<file path="src/ptg_pkg.sv">
// package: register map, field layout and reset values of the pwm timer and port
package ptg_pkg;
   localparam int unsigned ADDR_W = 8;
   localparam int unsigned DATA_W = 8;
   localparam logic [7:0] ADDR_RELOAD = 8'h00AA;
   localparam logic [7:0] ADDR_COUNT = 8'h00AC;
   localparam logic [7:0] ADDR_CTRL = 8'h00AE;
   localparam logic [7:0] ADDR_PDATA = 8'h00B2;
   localparam logic [7:0] ADDR_PDIR = 8'h00B3;
   localparam logic [7:0] ADDR_PLVL = 8'h00B4;
   localparam int unsigned CTRL_PSC_LO = 0;
   localparam int unsigned CTRL_PSC_HI = 1;
   localparam int unsigned CTRL_IEN = 2;
   localparam int unsigned CTRL_PEND = 3;
   localparam int unsigned CTRL_RUN = 4;
   localparam int unsigned CTRL_TOG = 5;
   localparam logic [7:0] RST_RELOAD = 8'h0000;
   localparam logic [7:0] RST_COUNT = 8'h00FF;
   localparam logic [7:0] CNT_ZERO = 8'h0000;
   localparam logic [7:0] RST_CTRL = 8'h0000;
   localparam logic [5:0] RST_PORT = 6'h0000;
   localparam int unsigned PIN_N = 6;
   localparam int unsigned PIN_WAVE = 2;
   localparam int unsigned PIN_IN_ONLY = 3;
   localparam logic [1:0] IRQ_PRIORITY = 2'h0002;
   localparam logic [7:0] READ_IDLE = 8'h0000;
endpackage : ptg_pkg

</file>
<file path="src/ptg_timer_port.sv">
// pwm timer with its six pin general purpose port, on the core data bus
// Summary of operation
// - run bit four decrements counter per tick
// - prescale bits divide clock by 1,2,4,8
// - underflow 0x00 to 0xFF reloads counter
// - underflow raises interrupt, toggles output, both
// - toggle enable bit five gates output toggle
// - interrupt enable bit two requests underflow irq
// - pending state reads in control bit three
// - reset: counter 0xFF, reload 0x00
// - control bits seven, six reserved
// - waveform output shares port pin two
// - six pins; pin three input with pull-up
// - direction bit: 0 input, 1 push-pull
// - output pin drives its data bit; pin two drives waveform while toggle enabled
// - input pin data bit picks pull-up mode
// - data one pull-up, zero high impedance
// - direction and data registers read and write
// - pin level register returns actual pin levels
// - underflow interrupt has core priority two
`timescale 1ns/1ps
`default_nettype none
module ptg_timer_port
   import ptg_pkg::*;
#(
   parameter int unsigned PSC_MAX_LOG2 = 3
) (
   input wire logic clk_in,
   input wire logic reset_in,
   input wire logic [ptg_pkg::ADDR_W-1:0] bus_addr_in,
   input wire logic [ptg_pkg::DATA_W-1:0] bus_wdata_in,
   input wire logic bus_wr_in,
   input wire logic bus_rd_in,
   output logic [ptg_pkg::DATA_W-1:0] bus_rdata_out,
   input wire logic [ptg_pkg::PIN_N-1:0] pin_in,
   output logic [ptg_pkg::PIN_N-1:0] pin_out,
   output logic [ptg_pkg::PIN_N-1:0] pin_oe_out,
   output logic [ptg_pkg::PIN_N-1:0] pin_pullup_out,
   output logic underflow_irq_out,
   output logic [1:0] irq_priority_out,
   output logic waveform_out
);
   import ptg_pkg::*;

   // the prescaler and its mask decode are built for three stages only
   if (PSC_MAX_LOG2 != 3) begin : g_bad_psc
      $error("prescaler depth must be three stages");
   end

   logic [7:0] count_ff;
   logic [7:0] nxt_count;
   logic [7:0] reload_ff;
   logic [7:0] ctrl_ff;
   logic [2:0] psc_ff;
   logic toggle_ff;
   logic [5:0] pdata_ff;
   logic [5:0] pdir_ff;
   logic [5:0] sync1_ff;
   logic [5:0] sync2_ff;
   logic [7:0] rdata_ff;

   wire wr_reload = bus_wr_in && (bus_addr_in == ADDR_RELOAD);
   wire wr_count = bus_wr_in && (bus_addr_in == ADDR_COUNT);
   wire wr_ctrl = bus_wr_in && (bus_addr_in == ADDR_CTRL);
   wire wr_pdata = bus_wr_in && (bus_addr_in == ADDR_PDATA);
   wire wr_pdir = bus_wr_in && (bus_addr_in == ADDR_PDIR);

   wire run = ctrl_ff[CTRL_RUN];
   wire tog_en = ctrl_ff[CTRL_TOG];
   wire [1:0] psc_sel = ctrl_ff[CTRL_PSC_HI:CTRL_PSC_LO];

   // tick when low psc_sel bits of prescaler are all ones; sel 0 ticks every clock
   wire [2:0] psc_mask = (psc_sel == 2'h0000) ? 3'h0000 :
                         (psc_sel == 2'h0001) ? 3'h0001 :
                         (psc_sel == 2'h0002) ? 3'h0003 : 3'h0007;
   wire tick = run && ((psc_ff & psc_mask) == psc_mask);
   wire underflow = tick && (count_ff == CNT_ZERO);

   // a bus write to the counter wins over counting in that cycle
   always_comb begin
      nxt_count = count_ff;
      if (wr_count) begin
         nxt_count = bus_wdata_in;
      end else if (underflow) begin
         nxt_count = reload_ff;
      end else if (tick) begin
         nxt_count = count_ff - 8'h0001;
      end
   end

   // prescaler restarts whenever the timer is stopped, so the first period is whole
   always_ff @(posedge clk_in or posedge reset_in) begin
      if (reset_in) begin
         psc_ff <= 3'h0000;
      end else if (!run) begin
         psc_ff <= 3'h0000;
      end else begin
         psc_ff <= psc_ff + 3'h0001;
      end
   end

   always_ff @(posedge clk_in or posedge reset_in) begin
      if (reset_in) begin
         count_ff <= RST_COUNT;
         reload_ff <= RST_RELOAD;
      end else begin
         count_ff <= nxt_count;
         if (wr_reload) begin
            reload_ff <= bus_wdata_in;
         end
      end
   end

   // pending: set wins over a software clear in the same cycle; writing 1 keeps it
   wire nxt_pend = underflow | (ctrl_ff[CTRL_PEND] &
                   ~(wr_ctrl & ~bus_wdata_in[CTRL_PEND]));

   always_ff @(posedge clk_in or posedge reset_in) begin
      if (reset_in) begin
         ctrl_ff <= RST_CTRL;
      end else begin
         if (wr_ctrl) begin
            ctrl_ff[CTRL_TOG] <= bus_wdata_in[CTRL_TOG];
            ctrl_ff[CTRL_RUN] <= bus_wdata_in[CTRL_RUN];
            ctrl_ff[CTRL_IEN] <= bus_wdata_in[CTRL_IEN];
            ctrl_ff[CTRL_PSC_HI:CTRL_PSC_LO] <= bus_wdata_in[CTRL_PSC_HI:CTRL_PSC_LO];
         end
         ctrl_ff[CTRL_PEND] <= nxt_pend;
         ctrl_ff[7:6] <= 2'h0000;
      end
   end

   always_ff @(posedge clk_in or posedge reset_in) begin
      if (reset_in) begin
         toggle_ff <= 1'b0;
      end else if (underflow && tog_en) begin
         toggle_ff <= ~toggle_ff;
      end
   end

   always_ff @(posedge clk_in or posedge reset_in) begin
      if (reset_in) begin
         pdata_ff <= RST_PORT;
         pdir_ff <= RST_PORT;
      end else begin
         if (wr_pdata) begin
            pdata_ff <= bus_wdata_in[PIN_N-1:0];
         end
         if (wr_pdir) begin
            pdir_ff <= bus_wdata_in[PIN_N-1:0];
         end
      end
   end

   // pins are asynchronous to the core clock
   always_ff @(posedge clk_in or posedge reset_in) begin
      if (reset_in) begin
         sync1_ff <= RST_PORT;
         sync2_ff <= RST_PORT;
      end else begin
         sync1_ff <= pin_in;
         sync2_ff <= sync1_ff;
      end
   end

   genvar gi;
   generate
      for (gi = 0; gi < PIN_N; gi++) begin : g_pin
         if (gi == PIN_IN_ONLY) begin : g_in_only
            assign pin_oe_out[gi] = 1'b0;
            assign pin_out[gi] = 1'b0;
            assign pin_pullup_out[gi] = 1'b1;
         end else if (gi == PIN_WAVE) begin : g_wave
            assign pin_oe_out[gi] = pdir_ff[gi];
            assign pin_out[gi] = tog_en ? toggle_ff : pdata_ff[gi];
            assign pin_pullup_out[gi] = ~pdir_ff[gi] & pdata_ff[gi];
         end else begin : g_gp
            assign pin_oe_out[gi] = pdir_ff[gi];
            assign pin_out[gi] = pdata_ff[gi];
            assign pin_pullup_out[gi] = ~pdir_ff[gi] & pdata_ff[gi];
         end
      end
   endgenerate

   // read data registered: answer appears the edge after the read strobe
   wire [7:0] rd_mux = (bus_addr_in == ADDR_RELOAD) ? reload_ff :
                       (bus_addr_in == ADDR_COUNT) ? count_ff :
                       (bus_addr_in == ADDR_CTRL) ? ctrl_ff :
                       (bus_addr_in == ADDR_PDATA) ? {2'h0000, pdata_ff} :
                       (bus_addr_in == ADDR_PDIR) ? {2'h0000, pdir_ff} :
                       (bus_addr_in == ADDR_PLVL) ? {2'h0000, sync2_ff} :
                       READ_IDLE;

   always_ff @(posedge clk_in or posedge reset_in) begin
      if (reset_in) begin
         rdata_ff <= READ_IDLE;
      end else if (bus_rd_in) begin
         rdata_ff <= rd_mux;
      end
   end

   assign bus_rdata_out = rdata_ff;
   assign underflow_irq_out = ctrl_ff[CTRL_PEND] & ctrl_ff[CTRL_IEN];
   assign irq_priority_out = IRQ_PRIORITY;
   assign waveform_out = toggle_ff;

   property p_run_hold;
      @(posedge clk_in) disable iff (reset_in)
      (!run && !wr_count) |=> (count_ff == $past(count_ff));
   endproperty
   a_run_hold: assert property (p_run_hold) else $error("counter moved while stopped");

   property p_div8;
      @(posedge clk_in) disable iff (reset_in)
      (tick && psc_sel == 2'h0003 && run) |=> (!tick || psc_sel != 2'h0003)[*7];
   endproperty
   a_div8: assert property (p_div8) else $error("divide by 8 ticked early");

   property p_reload;
      @(posedge clk_in) disable iff (reset_in)
      (underflow && !wr_count && !wr_reload) |=> (count_ff == $past(reload_ff));
   endproperty
   a_reload: assert property (p_reload) else $error("no reload on underflow");

   property p_toggle;
      @(posedge clk_in) disable iff (reset_in)
      (underflow && tog_en) |=> (toggle_ff != $past(toggle_ff));
   endproperty
   a_toggle: assert property (p_toggle) else $error("output did not toggle");

   property p_notog;
      @(posedge clk_in) disable iff (reset_in)
      !(underflow && tog_en) |=> $stable(toggle_ff);
   endproperty
   a_notog: assert property (p_notog) else $error("output toggled without cause");

   property p_irq;
      @(posedge clk_in) disable iff (reset_in)
      (underflow && ctrl_ff[CTRL_IEN] && !wr_ctrl) |=> underflow_irq_out;
   endproperty
   a_irq: assert property (p_irq) else $error("irq missing after underflow");

   property p_pend_set;
      @(posedge clk_in) disable iff (reset_in)
      underflow |=> ctrl_ff[CTRL_PEND];
   endproperty
   a_pend_set: assert property (p_pend_set) else $error("pending not set");

   property p_pin3;
      @(posedge clk_in) disable iff (reset_in)
      !pin_oe_out[PIN_IN_ONLY] && pin_pullup_out[PIN_IN_ONLY];
   endproperty
   a_pin3: assert property (p_pin3) else $error("pin three not pulled-up input");

   property p_rsv;
      @(posedge clk_in) disable iff (reset_in)
      wr_ctrl |=> (ctrl_ff[7:6] == 2'h0000);
   endproperty
   a_rsv: assert property (p_rsv) else $error("reserved control bits set");

   property p_count_dec;
      @(posedge clk_in) disable iff (reset_in)
      (tick && count_ff != CNT_ZERO && !wr_count) |=> (count_ff == $past(count_ff) - 8'h0001);
   endproperty
   a_count_dec: assert property (p_count_dec) else $error("counter did not step down");

   property p_div1;
      @(posedge clk_in) disable iff (reset_in)
      (run && psc_sel == 2'h0000) |-> tick;
   endproperty
   a_div1: assert property (p_div1) else $error("divide by 1 missed a tick");

   property p_div2;
      @(posedge clk_in) disable iff (reset_in)
      (tick && psc_sel == 2'h0001) |=> (!tick || psc_sel != 2'h0001);
   endproperty
   a_div2: assert property (p_div2) else $error("divide by 2 ticked early");

   // a clear that meets an underflow loses, so only plain clears are checked here
   property p_pend_clr;
      @(posedge clk_in) disable iff (reset_in)
      (wr_ctrl && !bus_wdata_in[CTRL_PEND] && !underflow) |=> !ctrl_ff[CTRL_PEND];
   endproperty
   a_pend_clr: assert property (p_pend_clr) else $error("pending not cleared");

   property p_pend_keep;
      @(posedge clk_in) disable iff (reset_in)
      (ctrl_ff[CTRL_PEND] && !(wr_ctrl && !bus_wdata_in[CTRL_PEND])) |=> ctrl_ff[CTRL_PEND];
   endproperty
   a_pend_keep: assert property (p_pend_keep) else $error("pending lost");

   property p_irq_gate;
      @(posedge clk_in) disable iff (reset_in)
      !ctrl_ff[CTRL_IEN] |-> !underflow_irq_out;
   endproperty
   a_irq_gate: assert property (p_irq_gate) else $error("irq while disabled");

   property p_pin_drive;
      @(posedge clk_in) disable iff (reset_in)
      (pin_oe_out[PIN_WAVE] && !tog_en) |-> (pin_out[PIN_WAVE] == pdata_ff[PIN_WAVE]);
   endproperty
   a_pin_drive: assert property (p_pin_drive) else $error("output pin ignores data");

   property p_rdata_hold;
      @(posedge clk_in) disable iff (reset_in)
      !bus_rd_in |=> $stable(bus_rdata_out);
   endproperty
   a_rdata_hold: assert property (p_rdata_hold) else $error("read data moved");
endmodule : ptg_timer_port
`default_nettype wire

</file>
<file path="config.mk">
export PLATFORM = sky130hd
export DESIGN_NAME = ptg_timer_port
export DESIGN_NICKNAME = d
export VERILOG_FILES = /design/src/ptg_pkg.sv /design/src/ptg_timer_port.sv
export SDC_FILE = /design/constraint.sdc
export NUM_CORES = 1
export LEC_CHECK = 0
export BUFFER_PORTS_ARGS = -buffer_cell sky130_fd_sc_hd__buf_2
export CELL_PAD_IN_SITES_DETAIL_PLACEMENT = 1
export CELL_PAD_IN_SITES_GLOBAL_PLACEMENT = 2
export CORE_MARGIN = 10
export CORE_UTILIZATION = 33
export CTS_BUF_LIST = sky130_fd_sc_hd__clkbuf_8
export CTS_CLUSTER_DIAMETER = 60
export DETAILED_ROUTE_END_ITERATION = 8
export GPL_TIMING_DRIVEN = 0
export MAX_ROUTING_LAYER = met4
export PLACE_DENSITY = 0.75
export SYNTH_ARGS = -nofsm -noshare
export SYNTH_HDL_FRONTEND = slang
export SYNTH_SLANG_ARGS = --single-unit
</file>
<file path="constraint.sdc">
create_clock -name clk_in -period 2.05 [get_ports clk_in]
set_clock_uncertainty 0.2 [all_clocks]
set_input_delay 0.205 -clock clk_in [delete_from_list [all_inputs] [get_ports clk_in]]
set_output_delay 0.205 -clock clk_in [all_outputs]
set_load 0.01 [all_outputs]
</file>
Word level (Yosys, flattened, before mapping)
Index checks and enable logic that the tools add are counted.
{"block": "classes", "addsub": 2, "mul": 0, "div_mod_pow": 0, "order_cmp": 0, "n_eq_ne": 9, "shift": 0, "muxes": 14, "n_bitwise": 18, "reduce_logical": 11}
{"operator": "$eq 8x8->1 const B", "count": 6}
{"operator": "$mux 8", "count": 5}
{"operator": "$mux 6", "count": 4}
{"operator": "$mux 3", "count": 4}
{"operator": "$and 1x1->1", "count": 8}
{"operator": "$logic_and 1x1->1", "count": 8}
{"operator": "$logic_not 8->1", "count": 1}
{"operator": "$not 1->1", "count": 8}
{"operator": "$sub 8x1->8 const B", "count": 1}
{"operator": "$add 3x1->3 const B", "count": 1}
{"operator": "$and 3x3->3", "count": 1}
{"operator": "$eq 3x3->1", "count": 1}
{"operator": "$reduce_bool 3->1", "count": 1}
{"operator": "$eq 2x1->1 const B", "count": 1}
{"operator": "$eq 2x2->1 const B", "count": 1}
{"operator": "$logic_not 2->1", "count": 1}
{"operator": "$mux 1", "count": 1}
{"operator": "$or 1x1->1", "count": 1}
{"block": "totals", "register_bits": 58, "latch_bits": 0, "ramBits": 0, "rom_bits": 0, "in_bits": 26, "out_inout_bits": 30, "elab_cells": 65, "mem_count": 0}

Logic depth before layout (Yosys ltp)
{"block": "depth", "word_depth": 10, "ltp_mapped": 9}

Least setup slack after synthesis
Ideal clock, no wire load.
{"block": "synth_timing", "path_type": "reg-to-reg", "startpoint": "register count_ff[0]", "endpoint": "register count_ff[3]", "arrival_ns": 1.971, "required_time_ns": 1.771, "slack_ns": -0.200, "path_stages_with_launch": 10, "period_less_slack_ns": 2.250, "path_cell_list": "dfstp_2 > inv_1 > ha_1 > or3b_2 > clkbuf_1 > or2_1 > buf_6 > mux2_4 > mux2i_1 > o21ai_1"}
{"block": "synth_via", "elab_chain_len": 4, "word_cells_on_any_way": 7}
{"element": "from (decl)", "line": "ptg_timer_port.sv:50", "rtl": "logic [7:0] count_ff;"}
{"element": "from (signal assigned)", "line": "ptg_timer_port.sv:107", "rtl": "count_ff <= nxt_count;"}
{"element": "$sub 8x1->8 or $logic_not 8->1 (tied branches)", "line": "ptg_timer_port.sv:87, ptg_timer_port.sv:77"}
{"element": "$mux 8 or $logic_and 1x1->1 (tied branches)", "line": "ptg_timer_port.sv:86, ptg_timer_port.sv:77"}
{"element": "$mux 8", "line": "ptg_timer_port.sv:84", "rtl": "end else if (underflow) begin"}
{"element": "$mux 8", "line": "ptg_timer_port.sv:82", "rtl": "if (wr_count) begin"}
Parallel ways exist; a longest one is shown, timed or not. The select of a mux whose other input is x is not followed.
A chain may end at the register's enable or synchronous reset.

Final worst setup path
{"block": "layout_timing", "startpoint": "register count_ff[1]", "endpoint": "register count_ff[3]"}
Same word-level chain as after synthesis.

==> out/results.tsv <==
stage	metric	value	unit
outcome	status	complete, but fails checks	
outcome	failed_checks	negative setup slack	
logic_synthesis	syn_area	3020	um^2
detailed_routing	drtIter0Drc	94	
critical_path	crit_required	2.12	ns
critical_path	critical_path_class	flop to flop	
clock_network	cts_sinks	58	
critical_path	cp_cell_sequence	inv_2, ha_4, or3b_4, or2_1, buf_6, mux2_4, mux2i_1, o21ai_1	
floorplan	die-area	13400	um^2
layout	area_delta_synth_final	30.4	%
global_routing	busiest_layer	met2	
global_routing	grt_util_met1	0.188	
timing	fin_crit_sh	1.02	
clock_network	cts_root_buf	clkbuf_8	
layout	diodes	0	
place	port_buffers	50	
timing	setup_viol	2	
critical_path	crit_path_end_kind	flop	
clock_network	clk_pin_slew	0.08	ns
place	gp_congestion	0.796	
logic_synthesis	synthArstFlopShare	1.00	
critical_path	crit_fanout	8	
logic_synthesis	avgSynthCellArea	10.2	um^2
critical_path	cp-start-kind	flop	
run	drv_cap	0	
place	hpwl	6520	um
floorplan	core	8810	um^2
logic_synthesis	syn_inst	295	
place	place_area	3480	um^2
timing	setup_tns	-0.0684	ns
timing	slew_headroom	0.548	
timing	drv_slew	0	
detailed_routing	via_count	2559	
logic_synthesis	yosysUniqueCellTypes	51	
critical_path	cp_data_arrival_time	2.17	ns
logic_synthesis	synth_flop_cell	dfrtp_1	
layout	layout.nets	410	
power	fin_total_pwr	3450	uW
layout	design_area	3940	um^2
detailed_routing	first_pass_iters	4	
logic_synthesis	ys_seq_elements	58	
clock_network	clock_path_buffers	2	
power	p_per_area	875	nW/um^2
logic_synthesis	synth_top_area_share	0.414	
logic_synthesis	synth-edff-count	0	
global_routing	antenna_found_initial	0	
global_routing	met3_usage	0.0351	
critical_path	path_delay_family	simple AND/OR/NAND/NOR gates	
layout	final_util	0.448	
logic_synthesis	synth_area_leader_cell	dfrtp_1	
worst_hold_path	hp-class	input pin to flop	
logic_synthesis	ys_seq_area_frac	0.483	
critical_path	crit_path_max_incr_delay	0.38	ns
floorplan	start_util	0.343	
global_routing	grt_max_degree	39	
clock_network	clkLatencyLatePin	0.35	ns
power	leakagePower	0.00187	uW
layout	layout-drive-gt1-share	0.373	
logic_synthesis	yosys_warnings	0	
logic_synthesis	synth.area.top_cells	dfrtp_1 41%, mux2_2 9.7%, dfstp_2 7.0%	
timing	rsz0062_at_grt	true	
timing	fin_crit	2.10	ns
global_routing	grt_pass1_vias	2745	
clock_network	cts_tree	yes	
clock_network	cts-htree-levels	3	
layout	final_cell_mix	50 x dfrtp_1, 50 x buf_2, 36 x o21ai_0	
floorplan	die_w	116	um
timing	setup_slack	-0.0493	ns
detailed_routing	drc	0	
detailed_routing	wl_per_cell	18.6	um
timing	clock.fmax	476	MHz
floorplan	ios	56	
critical_path	crit_path_top_delay_cell	dfstp_2	
detailed_routing	routed_wirelength	9190	um
power	max-vdd-ir-drop	0.392	mV
detailed_routing	viasPerCell	5.18	
floorplan	rows	34	
critical_path	critPathBufInv	2	
timing	tightest_slew	0.677	ns
timing	finalHoldViolations	0	
global_routing	grt-ovfl-total	0	
global_routing	grt_pass1_wl	14900	um
detailed_routing	antenna_left	0	
clock_network	cts_made_buffers	9	
floorplan	die_h	116	um
global_routing	grt_use_total	0.147	
global_routing	use_met2	0.225	
-- timing repair --
item | 4_1_cts | 5_1_grt
setup buffers | 7 | 2
pin swaps | 4 | 2
gates resized for setup | 4 | 4
hold buffers | 15 | 0
setup endpoints to repair | 21 | 19
endpoints found under the hold margin | 47 | 0
-- power by group --
group          switching, uW  internal [uW]  total (uW)
Combinational            309            315         624
Clock                    491            958        1450
Sequential              95.5           1280        1370
-- synth_stat cells, types with 2 or more instances --
cell type	instances
a22o_1	2
nor3_1	6
nand4_1	2
nand2b_1	2
a31oi_1	2
a21oi_1	20
dfstp_2	8
buf_6	2
dfrtp_1	50
nand2_1	17
nor2b_1	9
and2_1	3
a22oi_1	10
and3_1	2
inv_1	7
nor2_1	11
nor4bb_1	2
xnor2_1	5
mux2_2	26
nand3_1	11
clkbuf_1	9
and3b_1	2
o21ai_0	37
nor3b_1	2
mux2i_1	6
conb_1	2
buf_4	14
ha_1	3
-- layout make-up --
cell class | count | area, um^2
inverter | 7 | 26.3
multi-input combinational | 205 | 1400
buffer | 25 | 166
tap | 108 | 135
clock inverter | 6 | 129
clock buffer | 10 | 138
timing repair buffer | 75 | 488
sequential | 58 | 1460
fill | 991 | 4860
-- tightest hold or removal path: stages --
cell     delay, ns
buf_2         0.12
o21ai_0       0.07
o21ai_0       0.09
o21ai_0       0.08
-- registers in the layout, summed over array words and instances (netlist names) --
signal         cells
bus_rdata_out      8
count_ff           8
ctrl_ff            6
pdata_ff           6
pdir_ff            6
psc_ff             3
reload_ff          8
sync1_ff           6
sync2_ff           6
waveform_out       1
-- metrics by stage --
stage,hold WS (ns),instances,worst slack [ns]
after detailed placement,0.0668,457,-0.511
after CTS,0.0356,492,-0.0370
final,0.0514,494,-0.0493
after global routing,0.102,494,-0.0979
after global placement,0.112,456,-0.647
after floorplan,0.0364,298,-0.111
-- path summary, 6_finish.rpt --
kind,start,endpoint,slack [ns],cells past startpoint
hold reg to reg,sync1_ff[2],sync2_ff[2],0.15,0
max in group asynchronous,reset_in,count_ff[3],0.75,4
min in group asynchronous,reset_in,psc_ff[2],0.24,3
setup / recovery,count_ff[1],count_ff[3],-0.05,8
setup reg to reg,count_ff[1],count_ff[3],-0.05,8
hold / removal,bus_rd_in,bus_rdata_out[5],0.05,4
-- logic make-up (layout without fill, tap and decap cells) --
kind of cell             count (synthesis)  in the layout  synth area share
AO/OA/AOI/OAI                           79             79             0.151
XOR/XNOR                                 6              6            0.0174
adder cells (fa/ha/maj)                  3              3            0.0124
buffers and inverters                   35            123            0.0695
flip-flops                              58             58             0.483
multiplexers                            33             33             0.122
other                                    2              5           0.00248
AND/OR/NAND/NOR                         79             79             0.142
-- routing by layer --
metal	share of wire	vias to the layer above
li1	-	1206
met1	0.48	1274
met2	0.46	69
met3	0.050	10
met4	0.0089	0
met5	0	-
(Power assumes the default switching activity.)
